===== src/shared/dcc_pkg.sv =====
// Package: register map, field layouts and carriers of the comparator control block
package dcc_pkg;

  localparam int DCC_ADDR_W = 12;
  localparam int DCC_DATA_W = 8;
  localparam int DCC_NUM_CH = 2;

  // Register byte offsets
  localparam logic [11:0] DCC_ADDR_RESULT = 12'hF70;
  localparam logic [11:0] DCC_ADDR_CTRL_B = 12'hFD1;
  localparam logic [11:0] DCC_ADDR_CTRL_A = 12'hFD2;
  localparam logic [11:0] DCC_ADDR_FLAGS = 12'hF80;
  localparam logic [11:0] DCC_ADDR_MASK = 12'hF81;
  localparam logic [11:0] DCC_ADDR_FORCE = 12'hF82;

  // Field positions inside a control register
  localparam int DCC_BIT_ON = 7;
  localparam int DCC_BIT_OE = 6;
  localparam int DCC_BIT_INV = 5;
  localparam int DCC_BIT_EDGE_HI = 4;
  localparam int DCC_BIT_EDGE_LO = 3;
  localparam int DCC_BIT_PREF = 2;
  localparam int DCC_BIT_NSEL_HI = 1;
  localparam int DCC_BIT_NSEL_LO = 0;

  // Values after reset
  localparam logic [7:0] DCC_CTRL_RESET = 8'h1F;
  localparam logic [1:0] DCC_MASK_RESET = 2'h0;
  localparam logic [1:0] DCC_FLAGS_RESET = 2'h0;

  typedef enum logic [1:0] {
    DCC_EDGE_NONE = 2'b00,
    DCC_EDGE_RISE = 2'b01,
    DCC_EDGE_FALL = 2'b10,
    DCC_EDGE_ANY = 2'b11
  } dcc_edge_e;

  typedef enum logic [1:0] {
    DCC_NSEL_PIN = 2'b00,
    DCC_NSEL_ALT_PIN = 2'b01,
    DCC_NSEL_CHARGE = 2'b10,
    DCC_NSEL_FIXED = 2'b11
  } dcc_nsel_e;

  typedef struct packed {
    logic comparator_on;
    logic output_pin_enable;
    logic output_invert;
    dcc_edge_e interrupt_edge_select;
    logic positive_ref_select;
    dcc_nsel_e negative_channel_select;
  } dcc_ctrl_s;

  typedef struct packed {
    logic [11:0] addr;
    logic [7:0] wdata;
    logic wr;
    logic rd;
  } dcc_bus_req_s;

  // Analog-side steering for one comparator
  typedef struct packed {
    logic comparator_on;
    logic positive_ref_select;
    logic [3:0] negative_onehot;
  } dcc_analog_s;

endpackage


===== src/rtl/dcc_top.sv =====
// Dual comparator control: registers, result status, interrupt flags
// What this block does
// - Two channels, each with own control register
// - Enable bit 7 switches comparator on
// - Bit 6 routes result to output pin
// - Raw result high when positive exceeds negative
// - Bit 5 inverts result everywhere downstream
// - Bits 4-3 choose interrupt edge
// - Bit 2 picks pin or ladder reference
// - Bits 1-0 steer the inverting input
// - Inverting sources: pin, second pin, charge unit, fixed
// - Status bits 1-0 hold results, rest zero
// - Each channel raises its own event
// - Flags sticky; writing one to flag register clears flag, to force register sets it
// - Reset returns control registers, comparators off
// - Edge code 00 raises no flag
//
// The strobed register port is this design's own decision.
`timescale 1ns/1ps
module dcc_top
  import dcc_pkg::*;
(
  // Clock and reset
  input wire logic ref_clk,
  input wire logic rst_n,

  // Register port
  input wire dcc_bus_req_s bus_req,
  output logic [7:0] rd_data,

  // Analog comparator cores
  input wire logic [1:0] raw_gt,
  output dcc_analog_s analog_one,
  output dcc_analog_s analog_two,

  // Remappable output pins
  output logic [1:0] comparator_output_pin,
  output logic [1:0] comparator_output_pin_oe,

  // Interrupt
  output logic irq
);

  typedef struct packed {
    dcc_ctrl_s [1:0] ctrl;
    logic [1:0] flags;
    logic [1:0] mask;
    logic [7:0] rd_data;
    logic irq;
    logic [1:0] pin;
    logic [1:0] pin_oe;
    dcc_analog_s [1:0] analog;
  } dcc_top_s;

  dcc_top_s st;
  dcc_top_s next_st;

  logic [1:0] sync_gt;
  logic [1:0] result;
  logic [1:0] event_pulse;
  logic [1:0] clear_bits;
  logic [1:0] force_bits;
  logic [1:0] wr_hit;

  // Decode of a written address to a channel control slot
  function automatic logic [1:0] ctrl_hit(input logic [11:0] addr);
    logic [1:0] hit;
    hit = 2'h0;
    hit[0] = (addr == DCC_ADDR_CTRL_A);
    hit[1] = (addr == DCC_ADDR_CTRL_B);
    return hit;
  endfunction

  // Inverting-input selection as one-hot for the analog mux
  function automatic logic [3:0] nsel_onehot(input dcc_nsel_e sel);
    logic [3:0] oh;
    oh = 4'h0;
    case (sel)
      DCC_NSEL_PIN: oh = 4'h1;
      DCC_NSEL_ALT_PIN: oh = 4'h2;
      DCC_NSEL_CHARGE: oh = 4'h4;
      DCC_NSEL_FIXED: oh = 4'h8;
      default: oh = 4'h8;
    endcase
    return oh;
  endfunction

  // Raw results are asynchronous to the clock
  dcc_sync #(
    .WIDTH(DCC_NUM_CH)
  ) u_sync (
    .ref_clk(ref_clk),
    .rst_n(rst_n),
    .raw_in(raw_gt),
    .sync_out(sync_gt)
  );

  genvar gi;
  generate
    for (gi = 0; gi < DCC_NUM_CH; gi++)
    begin : g_chan
      dcc_chan u_chan (
        .ref_clk(ref_clk),
        .rst_n(rst_n),
        .ctrl(st.ctrl[gi]),
        .sync_gt(sync_gt[gi]),
        .result(result[gi]),
        .event_pulse(event_pulse[gi])
      );
    end
  endgenerate

  // Write-side decode of the flag register and the force register
  always_comb
  begin
    clear_bits = 2'h0;
    force_bits = 2'h0;
    if (bus_req.wr)
    begin
      if (bus_req.addr == DCC_ADDR_FLAGS)
      begin
        clear_bits = bus_req.wdata[1:0];
      end
      if (bus_req.addr == DCC_ADDR_FORCE)
      begin
        force_bits = bus_req.wdata[1:0];
      end
    end
  end

  always_comb
  begin
    next_st = st;
    wr_hit = ctrl_hit(bus_req.addr);

    // Control registers: each slot written alone
    if (bus_req.wr)
    begin
      for (int i = 0; i < DCC_NUM_CH; i++)
      begin
        if (wr_hit[i])
        begin
          next_st.ctrl[i] = dcc_ctrl_s'(bus_req.wdata);
        end
      end
      if (bus_req.addr == DCC_ADDR_MASK)
      begin
        next_st.mask = bus_req.wdata[1:0];
      end
    end

    // A new event wins over a clear in the same cycle
    next_st.flags = (st.flags & ~clear_bits) | event_pulse | force_bits;

    // Level interrupt, one cycle behind the flag
    next_st.irq = |(st.flags & st.mask);

    // Read data valid in the cycle after the strobe only
    next_st.rd_data = 8'h00;
    if (bus_req.rd)
    begin
      case (bus_req.addr)
        DCC_ADDR_RESULT: next_st.rd_data = {6'h00, result[1], result[0]};
        DCC_ADDR_CTRL_A: next_st.rd_data = 8'(st.ctrl[0]);
        DCC_ADDR_CTRL_B: next_st.rd_data = 8'(st.ctrl[1]);
        DCC_ADDR_FLAGS: next_st.rd_data = {6'h00, st.flags};
        DCC_ADDR_MASK: next_st.rd_data = {6'h00, st.mask};
        default: next_st.rd_data = 8'h00;
      endcase
    end

    // Pin and analog steering follow the stored configuration
    for (int i = 0; i < DCC_NUM_CH; i++)
    begin
      next_st.pin_oe[i] = next_st.ctrl[i].output_pin_enable;
      next_st.pin[i] = next_st.ctrl[i].output_pin_enable & result[i];
      next_st.analog[i].comparator_on = next_st.ctrl[i].comparator_on;
      next_st.analog[i].positive_ref_select = next_st.ctrl[i].positive_ref_select;
      next_st.analog[i].negative_onehot = nsel_onehot(next_st.ctrl[i].negative_channel_select);
    end
  end

  always_ff @(posedge ref_clk or negedge rst_n)
  begin
    if (!rst_n)
    begin
      st <= '0;
      st.ctrl[0] <= dcc_ctrl_s'(DCC_CTRL_RESET);
      st.ctrl[1] <= dcc_ctrl_s'(DCC_CTRL_RESET);
      st.flags <= DCC_FLAGS_RESET;
      st.mask <= DCC_MASK_RESET;
      // Steering mirrors the control reset value while reset is still asserted
      st.analog[0].positive_ref_select <= DCC_CTRL_RESET[DCC_BIT_PREF];
      st.analog[1].positive_ref_select <= DCC_CTRL_RESET[DCC_BIT_PREF];
      st.analog[0].negative_onehot <= 4'h8;
      st.analog[1].negative_onehot <= 4'h8;
    end
    else
    begin
      st <= next_st;
    end
  end

  assign rd_data = st.rd_data;
  assign irq = st.irq;
  assign comparator_output_pin = st.pin;
  assign comparator_output_pin_oe = st.pin_oe;
  assign analog_one = st.analog[0];
  assign analog_two = st.analog[1];

endmodule


===== src/rtl/dcc_sync.sv =====
// Two-stage synchroniser for the raw comparator results
`timescale 1ns/1ps
module dcc_sync
  import dcc_pkg::*;
#(
  parameter int WIDTH = DCC_NUM_CH
)
(
  // Clock and reset
  input wire logic ref_clk,
  input wire logic rst_n,
  // Data
  input wire logic [WIDTH-1:0] raw_in,
  output logic [WIDTH-1:0] sync_out
);

  typedef struct packed {
    logic [WIDTH-1:0] stage1;
    logic [WIDTH-1:0] stage2;
  } dcc_sync_s;

  dcc_sync_s st;
  dcc_sync_s next_st;

  always_comb
  begin
    next_st = st;
    next_st.stage1 = raw_in;
    next_st.stage2 = st.stage1;
  end

  always_ff @(posedge ref_clk or negedge rst_n)
  begin
    if (!rst_n)
    begin
      st <= '0;
    end
    else
    begin
      st <= next_st;
    end
  end

  assign sync_out = st.stage2;

endmodule


===== src/rtl/dcc_chan.sv =====
// One comparator channel: polarity and edge-selected event
`timescale 1ns/1ps
module dcc_chan
  import dcc_pkg::*;
(
  // Clock and reset
  input wire logic ref_clk,
  input wire logic rst_n,
  // Configuration and synchronised raw result
  input wire dcc_ctrl_s ctrl,
  input wire logic sync_gt,
  // Results
  output logic result,
  output logic event_pulse
);

  typedef struct packed {
    logic result;
    logic event_pulse;
  } dcc_chan_s;

  dcc_chan_s st;
  dcc_chan_s next_st;
  logic adj;
  logic rise;
  logic fall;

  always_comb
  begin
    // A switched-off comparator reads as a low raw result
    adj = (ctrl.comparator_on & sync_gt) ^ ctrl.output_invert;
    rise = adj & ~st.result;
    fall = ~adj & st.result;
    next_st = st;
    next_st.result = adj;
    next_st.event_pulse = 1'b0;
    if (ctrl.comparator_on)
    begin
      case (ctrl.interrupt_edge_select)
        DCC_EDGE_RISE: next_st.event_pulse = rise;
        DCC_EDGE_FALL: next_st.event_pulse = fall;
        DCC_EDGE_ANY: next_st.event_pulse = rise | fall;
        DCC_EDGE_NONE: next_st.event_pulse = 1'b0;
        default: next_st.event_pulse = 1'b0;
      endcase
    end
  end

  always_ff @(posedge ref_clk or negedge rst_n)
  begin
    if (!rst_n)
    begin
      st <= '0;
    end
    else
    begin
      st <= next_st;
    end
  end

  assign result = st.result;
  assign event_pulse = st.event_pulse;

endmodule


===== config.mk =====
export PLATFORM = sky130hd
export DESIGN_NAME = dcc_top
export DESIGN_NICKNAME = d
export VERILOG_FILES = /design/src/shared/dcc_pkg.sv /design/src/rtl/dcc_top.sv /design/src/rtl/dcc_sync.sv /design/src/rtl/dcc_chan.sv
export SDC_FILE = /design/constraint.sdc
export NUM_CORES = 1
export LEC_CHECK = 0
export BUFFER_PORTS_ARGS = -buffer_cell sky130_fd_sc_hd__clkbuf_2
export CAP_MARGIN = 10
export CORE_UTILIZATION = 30
export DETAILED_ROUTE_END_ITERATION = 10
export PLACE_DENSITY = 0.59
export SETUP_SLACK_MARGIN = 0.5
export SLEW_MARGIN = 30
export SYNTH_ARGS = -nofsm -noshare
export SYNTH_HDL_FRONTEND = slang
export SYNTH_SLANG_ARGS = --single-unit

===== constraint.sdc =====
create_clock -name ref_clk -period 1.66 [get_ports ref_clk]
set_input_delay 0.249 -clock ref_clk [delete_from_list [all_inputs] [get_ports ref_clk]]
set_output_delay 0.249 -clock ref_clk [all_outputs]
set_load 0.05 [all_outputs]

== Yosys cells after proc, flatten, opt, wreduce, memory -nomap -nowiden ==
Index checks and enable logic that the tools add are counted.

* Bits in registers: 49
* Input port bits: 26
* Output and inout bits: 25
* Word-level logic and storage cells: 88

* Eq/ne operators: 18
* Mux-type cells: 15
* Bitwise operators: 21
* Reduce and logical (&&, ||, !) cells: 8

{| class="wikitable"
|+ Operators by type and width
! cell !! count
|-
| 12-bit equality test, second input constant || 6
|-
| 8-bit case mux with 5 select lines || 1
|-
| 4-bit case mux with 4 select lines || 2
|-
| 2-bit equality test, second input constant || 8
|-
| 8-bit 2-to-1 mux || 2
|-
| 15-bit 2-to-1 mux || 1
|-
| 1-bit bitwise AND || 8
|-
| 2-bit by 1-bit equality test with 1-bit output, second input constant || 4
|-
| 2-bit zero test || 4
|-
| 2-bit 2-to-1 mux || 4
|-
| 1-bit case mux with 4 select lines || 2
|-
| 7-bit 2-to-1 mux || 1
|-
| 2-bit AND reduction || 3
|-
| 2-bit bitwise AND || 2
|-
| 1-bit NOT || 4
|-
| 2-bit bitwise OR || 2
|-
| 1-bit 2-to-1 mux || 2
|-
| 2-bit NOT || 1
|-
| 1-bit bitwise OR || 2
|-
| 2-bit OR reduction || 1
|-
| 1-bit bitwise XOR || 2
|}

== Depth between registers and ports, before layout ==
Gate-level depths: netlist of the first run.

* Depth in word-level cells: 7
* Gate-level depth with buffers: 7
* Mapped depth without buffers: 7

== Modules after synthesis ==
Synthesis of the first run repeated with hierarchy kept, for this count alone.

* Cells, all modules: 208
* Area, all modules: 2,467.4 um^2

{| class="wikitable"
|+ By module, submodules not included
! module !! times used !! cells an instance !! area an instance (um^2) !! sequential area each (um^2)
|-
| dcc_top || 1 || 178 || 2,097.0 || 991.0
|-
| dcc_chan || 2 || 13 || 135.1 || 50.0
|-
| dcc_sync || 1 || 4 || 100.1 || 100.1
|}

== Worst setup path after synthesis of the first run ==
OpenSTA, ideal clock, no wires.

* Path kind: input to register
* Start: in bus_req[10] (netlist name)
* End: reg st, in the netlist comparator_output_pin[0]
* Arrival time: 1.527 ns
* Path slack: 0.017 ns
* Stages: 5
* Buffers on the path: 1
* Path through: buf_6 -> nor4b_4 -> nand4_4 -> mux2_4 -> and2_4

{| class="wikitable"
|+ RTL lines
! item !! RTL line !! source
|-
| from (decl) || dcc_top.sv:28 || <nowiki>input wire dcc_bus_req_s bus_req,</nowiki>
|-
| to (signal assigned) || dcc_top.sv:200 || <nowiki>st <= next_st;</nowiki>
|-
| to (decl) || dcc_top.sv:55 || <nowiki>dcc_top_s st;</nowiki>
|}

==> results.sh, run 1 <==
export IMPL_r2r_start="analog_one[5]$_DFFE_PN0P_"
export IMPL_cellPowerDensity_nw_per_um2=616
export IMPL_die_w_um=90.4
export IMPL_cts_root_buffer="clkbuf_8"
export IMPL_worstPathRequired_ps=1860
export IMPL_htreeDepth=2
export IMPL_drive_above_1_share_pct=59.6
export IMPL_yosysTopAreaCellShare_pct=37.4
export IMPL_tightest_slew_ps=343
export IMPL_fin_tns_setup_ps=0
export IMPL_synth_main_ff_cell="dfrtp_1"
export IMPL_drv_cap=0
export IMPL_cts_buffer_depth=2
export IMPL_dp_hpwl_um=3820
export IMPL_viasPerCell=4.76
export IMPL_clk_pin_slew_ps=90
export IMPL_postSynthCellCount=203
export IMPL_grt_max_degree=48
export IMPL_path_buf_inv=0
export IMPL_rsz0062_at_grt="true"
export IMPL_cp_max_fo=3
export IMPL_ys_top_cells_by_area="dfrtp_1, dfstp_2, buf_4"
export IMPL_antenna_cells=0
export IMPL_fin_crit_sh_pct=79.8
export IMPL_syn_num_nets=233
export IMPL_synth_cell_type_count=47
export IMPL_die_h_um=90.4
export IMPL_peakVddDrop_mv=0.372
export IMPL_relSlewSlack_pct=77.0
export IMPL_pin_count=51
export IMPL_r2r_cells=7
export IMPL_drv_slew=0
export IMPL_tritoncts="done"
export IMPL_grt_usage_pct=14.2
export IMPL_period_needed_ps=1320
export IMPL_slowest_stage="dfrtp_1"
export IMPL_hold_depth=1
export IMPL_p_leak_nw=1.52
export IMPL_hold_viol=0
export IMPL_cp_end_kind="flop"
export IMPL_synth_edf_count=0
export IMPL_hold_class="in -> reg"
export IMPL_setup_viol=0
export IMPL_cts_buffers=5
export IMPL_place_area_um2=2660
export IMPL_rows=31
export IMPL_drc_errors=0
export IMPL_avgSynthCellArea_um2=11.6
export IMPL_critPathKind="reg -> reg"
export IMPL_routed_wl_um=5550
export IMPL_ys_async_sr_fraction_pct=100
export IMPL_coreArea_um2=7410
export IMPL_area_growth_pct=42.1
export IMPL_min_from="raw_gt[0]"
export IMPL_dr_pass1_iters=4
export IMPL_skew_ps=5.15
export IMPL_critPathTopFamily="flip-flops"
export IMPL_critical_path_max_stage_delay_ps=390
export IMPL_max_freq_mhz=755
export IMPL_io_buffers=50
export IMPL_worst_setup_path_start_kind="flop"
export IMPL_final_area_um2=3330
export IMPL_ant_nets=0
export IMPL_vias=1734
export IMPL_fin_nets=294
export IMPL_seq_area_frac_synth_pct=50.8
export IMPL_reg2reg_slack_ps=340
export IMPL_start_util_pct=31.7
export IMPL_status="completed"
export IMPL_drt_iter0_markers=88
export IMPL_ys_seq_elements=47
export IMPL_clock_sinks=47
export IMPL_clk_latency_ps=300
export IMPL_grt_pass1_wl_um=9140
export IMPL_yosys_area_top_type="dfrtp_1"
export IMPL_die_area_um2=8170
export IMPL_path_depth=7
export IMPL_yosys_warnings=0
export IMPL_gp_congestion=0.858
export IMPL_wire_per_inst_um=15.3
export IMPL_r2r_end="g_chan[0].u_chan.event_pulse$_DFF_PN0_"
export IMPL_netlist_area_um2=2340
export IMPL_cp_arrival_ps=1520
export IMPL_overflow=0
export IMPL_hold_end="u_sync.next_st[0]$_DFF_PN0_"
export IMPL_antenna_found_initial=0
export IMPL_worstPathCellList="nand2_2 -> xnor2_2 -> ha_1 -> nand2_1 -> o211ai_1 -> o21ai_1 -> and2_1"
export IMPL_grt_pass1_vias=1822
## per-stage QoR
stage	hold slack (ps)	setup slack (ps)	utilization (%)	instances	power [W]
2_1_floorplan	-46.6	87.7	-	203	0.00123
3_3_place_gp	254	35.8	36.0	338	0.00132
3_5_place_dp	256	-0.106	36.0	338	0.00132
4_1_cts	42.0	323	43.5	361	0.00206
5_1_grt	31.5	270	45.0	364	0.00214
6_report	47.2	336	45.0	364	0.00205
## synth_stat cells (2+ instances only)
cell      count
a211o_1       2
a22oi_1       6
and2_1        4
and3_1        2
and4_1        2
buf_1         2
buf_4        24
buf_6         2
clkbuf_1      2
dfrtp_1      35
dfstp_2      12
ha_1          4
inv_1         7
mux2_2       15
mux2_4        3
nand2_1       9
nand2b_1      3
nand3_1       3
nand3b_1      4
nand4_1       5
nor2_1       12
nor3_1        4
nor4b_1       2
o211ai_1      2
o21ai_0      11
or4_1         3
xnor2_1       3
## report_power, final
group | switching, W | internal (W)
clock | 0.000403 | 0.000296
sequential | 0.00000452 | 0.00115
combinational | 0.000107 | 0.0000875
total | 0.000515 | 0.00154
## sequential cells by signal, indices dropped and copies added, names as in the netlist
name,flops
analog_one,6
st,15
g_chan.u_chan.event_pulse,2
analog_two,6
irq,1
g_chan.u_chan.result,2
comparator_output_pin,2
rd_data,8
u_sync.next_st,2
comparator_output_pin_oe,1
u_sync.sync_out,2
## how the worst max path moves through the flow
stage                                          from                                     end  slack [ps]
final                     analog_one[5]$_DFFE_PN0P_  g_chan[0].u_chan.event_pulse$_DFF_PN0_         340
after global routing      analog_two[5]$_DFFE_PN0P_  g_chan[1].u_chan.event_pulse$_DFF_PN0_         270
after CTS                 analog_one[5]$_DFFE_PN0P_  g_chan[0].u_chan.event_pulse$_DFF_PN0_         320
after detailed placement                bus_req[10]                    rd_data[0]$_DFF_PN0_        -0.1
after global placement                  bus_req[10]                    rd_data[0]$_DFF_PN0_          40
after floorplan                         bus_req[10]      comparator_output_pin[0]$_DFF_PN0_          90
## what timing repair did
action                                  4_1_cts  5_1_grt
pin swaps                                    25       14
buffers inserted                             12        3
hold endpoints to repair                     35        0
hold buffers                                  1        0
endpoints found under the setup margin       46       60
cloned                                        2        0
resized for setup                            73       40
## layout make-up
| class | count | area (um^2) |
|---|---|---|
| fill | 671 | 4080 |
| sequential | 47 | 1190 |
| multi-input combinational | 118 | 1100 |
| timing repair buffer | 85 | 807 |
| tap | 99 | 124 |
| clock buffer | 6 | 72.6 |
| inverter | 7 | 26.3 |
| clock inverter | 2 | 12.5 |
## placed cells by master (no fill, tap or decap), types with 3 or more instances in the layout
cell,n
dfrtp_1,35
buf_4,29
clkbuf_2,21
nor2_1,12
mux2_2,12
dfstp_2,12
clkbuf_16,9
buf_6,8
clkbuf_4,8
inv_1,7
a22oi_1,6
nand2_1,6
o21ai_1,6
mux2_4,6
clkbuf_8,6
nand4_1,5
nor3_2,4
nand3b_1,4
buf_2,4
and4_4,3
and2_1,3
nor4b_4,3
nand2b_1,3
or4_4,3
o21ai_2,3
nand2_2,3
buf_8,3
## cells by family (layout without fill, tap and decap cells)
family	count (synthesis)	in the layout	synth area share [%]
xor+xnor	3	3	1.12
simple gates	63	63	17.4
mux	19	19	9.55
buf+inv	38	100	10.6
fa+ha+maj	4	4	2.13
flops	47	47	50.8
compound gates	29	29	8.32
## per-layer routing
| layer | vias up | routed length, um | GRT usage, % |
|---|---|---|---|
| met5 | - | 0 | 0 |
| met4 | 0 | 14 | 2.96 |
| met3 | 2 | 229 | 3.45 |
| met2 | 37 | 2930 | 25.4 |
| met1 | 873 | 2380 | 17.3 |
| li1 | 822 | - | - |
Note: power is estimated with default switching activity, not from simulation.
==> run 2: changes to the inputs <==
--- a/config.mk
+++ b/config.mk
@@ -9,7 +9,7 @@
 export CAP_MARGIN = 10
 export CORE_UTILIZATION = 30
 export DETAILED_ROUTE_END_ITERATION = 10
-export PLACE_DENSITY = 0.59
+export PLACE_DENSITY = 0.61
 export SETUP_SLACK_MARGIN = 0.5
 export SLEW_MARGIN = 30
 export SYNTH_ARGS = -nofsm -noshare
==> constraint.sdc (replaced) <==
create_clock -name ref_clk -period 1.17 [get_ports ref_clk]
set_input_delay 0.1755 -clock ref_clk [delete_from_list [all_inputs] [get_ports ref_clk]]
set_output_delay 0.1755 -clock ref_clk [all_outputs]
set_load 0.05 [all_outputs]
==> results.sh, run 2 (synthesis results as in run 1) <==
export IMPL_status="finished with violations"
export IMPL_failed_checks="negative hold slack, negative setup slack"
export IMPL_critPathKind="reg -> reg"
export IMPL_grt_usage_pct=15.4
export IMPL_tightest_slew_ps=350
export IMPL_clk_latency_ps=300
export IMPL_dp_hpwl_um=3970
export IMPL_cts_buffer_depth=2
export IMPL_htreeDepth=2
export IMPL_worst_setup_path_start_kind="flop"
export IMPL_ant_nets=0
export IMPL_hold_class="in -> async"
export IMPL_power_w=0.00302
export IMPL_cts_buffers=5
export IMPL_p_switching_w=0.000746
export IMPL_worstPathRequired_ps=1370
export IMPL_intPower_w=0.00227
export IMPL_cts_root_buffer="clkbuf_8"
export IMPL_regMostFlops="st"
export IMPL_final_area_um2=3820
export IMPL_grt_max_degree=48
export IMPL_tritoncts="done"
export IMPL_r2r_end="g_chan[1].u_chan.event_pulse$_DFF_PN0_"
export IMPL_fin_tns_setup_ps=-738
export IMPL_drive_above_1_share_pct=68.3
export IMPL_place_area_um2=2810
export IMPL_clock_power_share_pct=34.9
export IMPL_overflow=0
export IMPL_area_growth_pct=63.0
export IMPL_cts_hold_buf=2
export IMPL_final_common_cell="dfrtp_1"
export IMPL_peakVddDrop_mv=0.673
export IMPL_setup_ws_ps=-203
export IMPL_die_area_um2=8170
export IMPL_clock_sinks=47
export IMPL_p_leak_nw=1.73
export IMPL_period_needed_ps=1370
export IMPL_drc_errors=0
export IMPL_hold_viol=35
export IMPL_mostFrequentLayoutCells="dfrtp_1, buf_4, buf_8"
export IMPL_setup_viol=9
export IMPL_rsz0062_at_grt="true"
export IMPL_relSlewSlack_pct=76.7
export IMPL_grt_pass1_wl_um=9830
export IMPL_pin_count=51
export IMPL_die_h_um=90.4
export IMPL_rows=31
export IMPL_place_ws_ps=-374
export IMPL_io_buffers=50
export IMPL_start_util_pct=31.7
export IMPL_max_freq_mhz=728
export IMPL_drv_cap=0
export IMPL_whs_ps=-159
export IMPL_cellPowerDensity_nw_per_um2=790
export IMPL_skew_ps=3.80
export IMPL_largest_reg_flops=15
export IMPL_clk_pin_slew_ps=90
export IMPL_combPwrFrac_pct=10.6
export IMPL_reg2reg_slack_ps=-200
export IMPL_gp_congestion=0.838
export IMPL_grt_pass1_vias=1967
export IMPL_coreArea_um2=7410
export IMPL_switching_share_pct=24.7
export IMPL_wire_per_inst_um=15.7
export IMPL_vias=1852
export IMPL_viasPerCell=4.84
export IMPL_routed_wl_um=6010
export IMPL_final_util_pct=51.6
export IMPL_dr_pass1_iters=4
export IMPL_die_w_um=90.4
export IMPL_cp_end_kind="flop"
export IMPL_r2r_cells=6
export IMPL_cp_max_fo=3
export IMPL_seqPwrFrac_pct=54.5
export IMPL_cp_arrival_ps=1570
export IMPL_fin_crit_sh_pct=117
export IMPL_drv_slew=0
export IMPL_fill_cells=620
export IMPL_antenna_found_initial=0
export IMPL_fin_nets=313
export IMPL_antenna_cells=0
export IMPL_r2r_start="st[42]$_DFFE_PN0P_"
export IMPL_drt_iter0_markers=46
-- run 2: worst max-delay path: stages (launching register included) --
cell	delay, ps
dfrtp_2	450
xnor2_4	220
inv_2	70
ha_4	160
o211ai_1	160
o21ai_1	80
and2_1	130
-- run 2: what timing repair did --
action                                  4_1_cts  5_1_grt
pin swaps                                    25       35
hold endpoints to repair                     37       35
buffers inserted                             11        3
endpoints found under the setup margin       68       68
resized for setup                           135       47
cloned                                        2        0
-- run 2: area by class of cell --
cell class	count	area [um^2]	share of cell area [%]
clock inverter	2	16.3	0.426
tap	99	124	3.24
multi-input combinational	118	1230	32.3
clock buffer	6	82.6	2.16
inverter	7	26.3	0.688
sequential	47	1190	31.2
timing repair buffer	104	1150	30.0
-- run 2: worst max-delay path by stage --
stage / start / end / slack (ps)
finish: st[42]$_DFFE_PN0P_ / g_chan[1].u_chan.event_pulse$_DFF_PN0_ / -200
global route: analog_two[5]$_DFFE_PN0P_ / g_chan[1].u_chan.event_pulse$_DFF_PN0_ / -300
CTS: analog_one[5]$_DFFE_PN0P_ / g_chan[0].u_chan.event_pulse$_DFF_PN0_ / -240
detailed placement: bus_req[10] / rd_data[0]$_DFF_PN0_ / -370
global placement: bus_req[11] / rd_data[1]$_DFF_PN0_ / -350
floorplan: bus_req[10] / comparator_output_pin[0]$_DFF_PN0_ / -330
-- run 2: layer usage --
layer | vias up | track usage, % | wire length, um
met4 | 0 | 6.18 | 191
met2 | 63 | 27.6 | 3070
li1 | 867 | - | -
met1 | 901 | 17.8 | 2490
met3 | 21 | 3.37 | 255
met5 | - | 0 | 0
-- run 2: stage by stage --
stage	std cells	hold WS (ps)
finish	383	-159
global route	383	-151
CTS	380	-153
detailed placement	357	183
global placement	357	178
floorplan	203	-120
-- run 2: power groups by stage --
stage | clock (W) | sequential [W] | combinational, W
after floorplan | 0 | 0.00167 | 0.0000763
after global placement | 0 | 0.00167 | 0.000222
after detailed placement | 0 | 0.00167 | 0.000226
after CTS | 0.00109 | 0.00164 | 0.000291
after global routing | 0.00114 | 0.00165 | 0.000346
final | 0.00105 | 0.00164 | 0.000319
==> run 3: changes to the inputs <==
==> constraint.sdc (replaced) <==
create_clock -name ref_clk -period 1.17 [get_ports ref_clk]
set_input_delay 0.1755 -clock ref_clk [delete_from_list [all_inputs] [get_ports ref_clk]]
set_output_delay 0.1755 -clock ref_clk [all_outputs]
set_load 0.005 [all_outputs]
==> results.sh, run 3 (synthesis results as in run 1) <==
export IMPL_clk_pin_slew_ps=90
export IMPL_cellPowerDensity_nw_per_um2=899
export IMPL_cp_max_fo=3
export IMPL_hold_viol=35
export IMPL_grt_max_degree=48
export IMPL_routed_wl_um=5540
export IMPL_largest_reg_flops=15
export IMPL_mostFrequentLayoutCells="clkbuf_2, dfrtp_1, buf_4"
export IMPL_drt_iter0_markers=48
export IMPL_clock_sinks=47
export IMPL_fin_crit_sh_pct=116
export IMPL_setup_ws_ps=-182
export IMPL_gp_congestion=0.825
export IMPL_grt_pass1_wl_um=9110
export IMPL_cts_root_buffer="clkbuf_8"
export IMPL_clk_latency_ps=300
export IMPL_io_buffers=50
export IMPL_period_needed_ps=1350
export IMPL_tritoncts="done"
export IMPL_overflow=0
export IMPL_p_switching_w=0.000719
export IMPL_coreArea_um2=7410
export IMPL_peakVddDrop_mv=0.573
export IMPL_seqPwrFrac_pct=52.4
export IMPL_p_leak_nw=1.65
export IMPL_antenna_found_initial=0
export IMPL_htreeDepth=2
export IMPL_antenna_cells=0
export IMPL_hold_class="in -> async"
export IMPL_grt_usage_pct=14.1
export IMPL_vias=1802
export IMPL_die_h_um=90.4
export IMPL_viasPerCell=4.69
export IMPL_dr_pass1_iters=5
export IMPL_status="finished with violations"
export IMPL_tightest_slew_ps=321
export IMPL_clock_power_share_pct=38.3
export IMPL_r2r_cells=6
export IMPL_cp_arrival_ps=1550
export IMPL_die_w_um=90.4
export IMPL_drc_errors=0
export IMPL_setup_viol=5
export IMPL_pin_count=51
export IMPL_regMostFlops="st"
export IMPL_critPathKind="reg -> reg"
export IMPL_cp_end_kind="flop"
export IMPL_worst_setup_path_start_kind="flop"
export IMPL_cts_buffers=5
export IMPL_place_ws_ps=-403
export IMPL_whs_ps=-166
export IMPL_skew_ps=7.30
export IMPL_cts_buffer_depth=2
export IMPL_switching_share_pct=22.9
export IMPL_dp_hpwl_um=3710
export IMPL_rsz0062_at_grt="true"
export IMPL_ant_nets=0
export IMPL_rows=31
export IMPL_relSlewSlack_pct=78.5
export IMPL_drv_slew=0
export IMPL_combPwrFrac_pct=9.3
export IMPL_die_area_um2=8170
export IMPL_intPower_w=0.00242
export IMPL_worstPathRequired_ps=1370
export IMPL_area_growth_pct=48.7
export IMPL_wire_per_inst_um=14.4
export IMPL_drive_above_1_share_pct=66.0
export IMPL_start_util_pct=31.7
export IMPL_grt_pass1_vias=1846
export IMPL_max_freq_mhz=740
export IMPL_failed_checks="negative hold slack, negative setup slack"
export IMPL_drv_cap=0
export IMPL_cts_hold_buf=2
export IMPL_fin_nets=314
export IMPL_final_common_cell="clkbuf_2"
export IMPL_final_util_pct=47.1
-- run 3: power by group through the flow --
stage / Sequential [W] / Combinational (W) / Clock (W)
2_1_floorplan: 0.00167 / 0.0000676 / 0
3_3_place_gp: 0.00167 / 0.000209 / 0
3_5_place_dp: 0.00167 / 0.000212 / 0
4_1_cts: 0.00164 / 0.000282 / 0.00124
5_1_grt: 0.00165 / 0.000316 / 0.00130
6_report: 0.00164 / 0.000290 / 0.00120
-- run 3: final cells by class --
| type | count | area, um^2 |
|---|---|---|
| Clock buffer | 5 | 68.8 |
| Inverter | 7 | 26.3 |
| Fill cell | 685 | 3920 |
| Sequential cell | 47 | 1190 |
| Timing Repair Buffer | 105 | 866 |
| Tap cell | 99 | 124 |
| Clock inverter | 3 | 43.8 |
| Multi-Input combinational cell | 118 | 1170 |
-- run 3: final timing paths --
| check | startpoint | endpoint | slack, ps |
|---|---|---|---|
| max in group asynchronous | rst_n | st[30]$_DFF_PN1_ | 1050 |
| max | st[42]$_DFFE_PN0P_ | g_chan[1].u_chan.event_pulse$_DFF_PN0_ | -180 |
| min in group ref_clk | bus_req[6] | st[33]$_DFFE_PN1P_ | 120 |
| max reg2reg | st[42]$_DFFE_PN0P_ | g_chan[1].u_chan.event_pulse$_DFF_PN0_ | -180 |
| min | rst_n | st[42]$_DFFE_PN0P_ | -170 |
| min reg2reg | u_sync.next_st[1]$_DFF_PN0_ | u_sync.sync_out[1]$_DFF_PN0_ | 350 |
-- run 3: worst max-delay path: stages, from the launching register on --
cell and delay [ps]:
dfrtp_1 440, xnor2_2 210, inv_1 70, ha_2 160, o211ai_1 150, o21ai_1 80, and2_1 140
-- run 3: repair_timing --
action,in CTS,in global routing
setup endpoints to repair,68,68
gates resized for setup,81,21
pin swaps,37,16
gates cloned,2,0
endpoints found under the hold margin,37,35
setup buffers,12,5
-- run 3: through the flow --
step | power [W] | instances | setup TNS [ps] | instance area, um^2 | hold WS (ps)
4_1_cts | 0.00316 | 379 | -485 | 3400 | -158
6_report | 0.00313 | 384 | -587 | 3490 | -166
2_1_floorplan | 0.00174 | 203 | -4290 | 2420 | -120
3_5_place_dp | 0.00189 | 355 | -9590 | 2790 | 180
3_3_place_gp | 0.00188 | 355 | -9380 | 2790 | 177
5_1_grt | 0.00326 | 384 | -982 | 3490 | -150
-- run 3: routing by layer --
layer / routed length (um) / part of all wire, % / vias to the layer above / track usage, %
met3: 177 / 3.2 / 7 / 2.78
met4: 55 / 0.99 / 0 / 4.03
met1: 2510 / 45 / 888 / 18.0
met5: 0 / 0 / - / 0
li1: - / - / 860 / -
met2: 2810 / 51 / 47 / 24.3
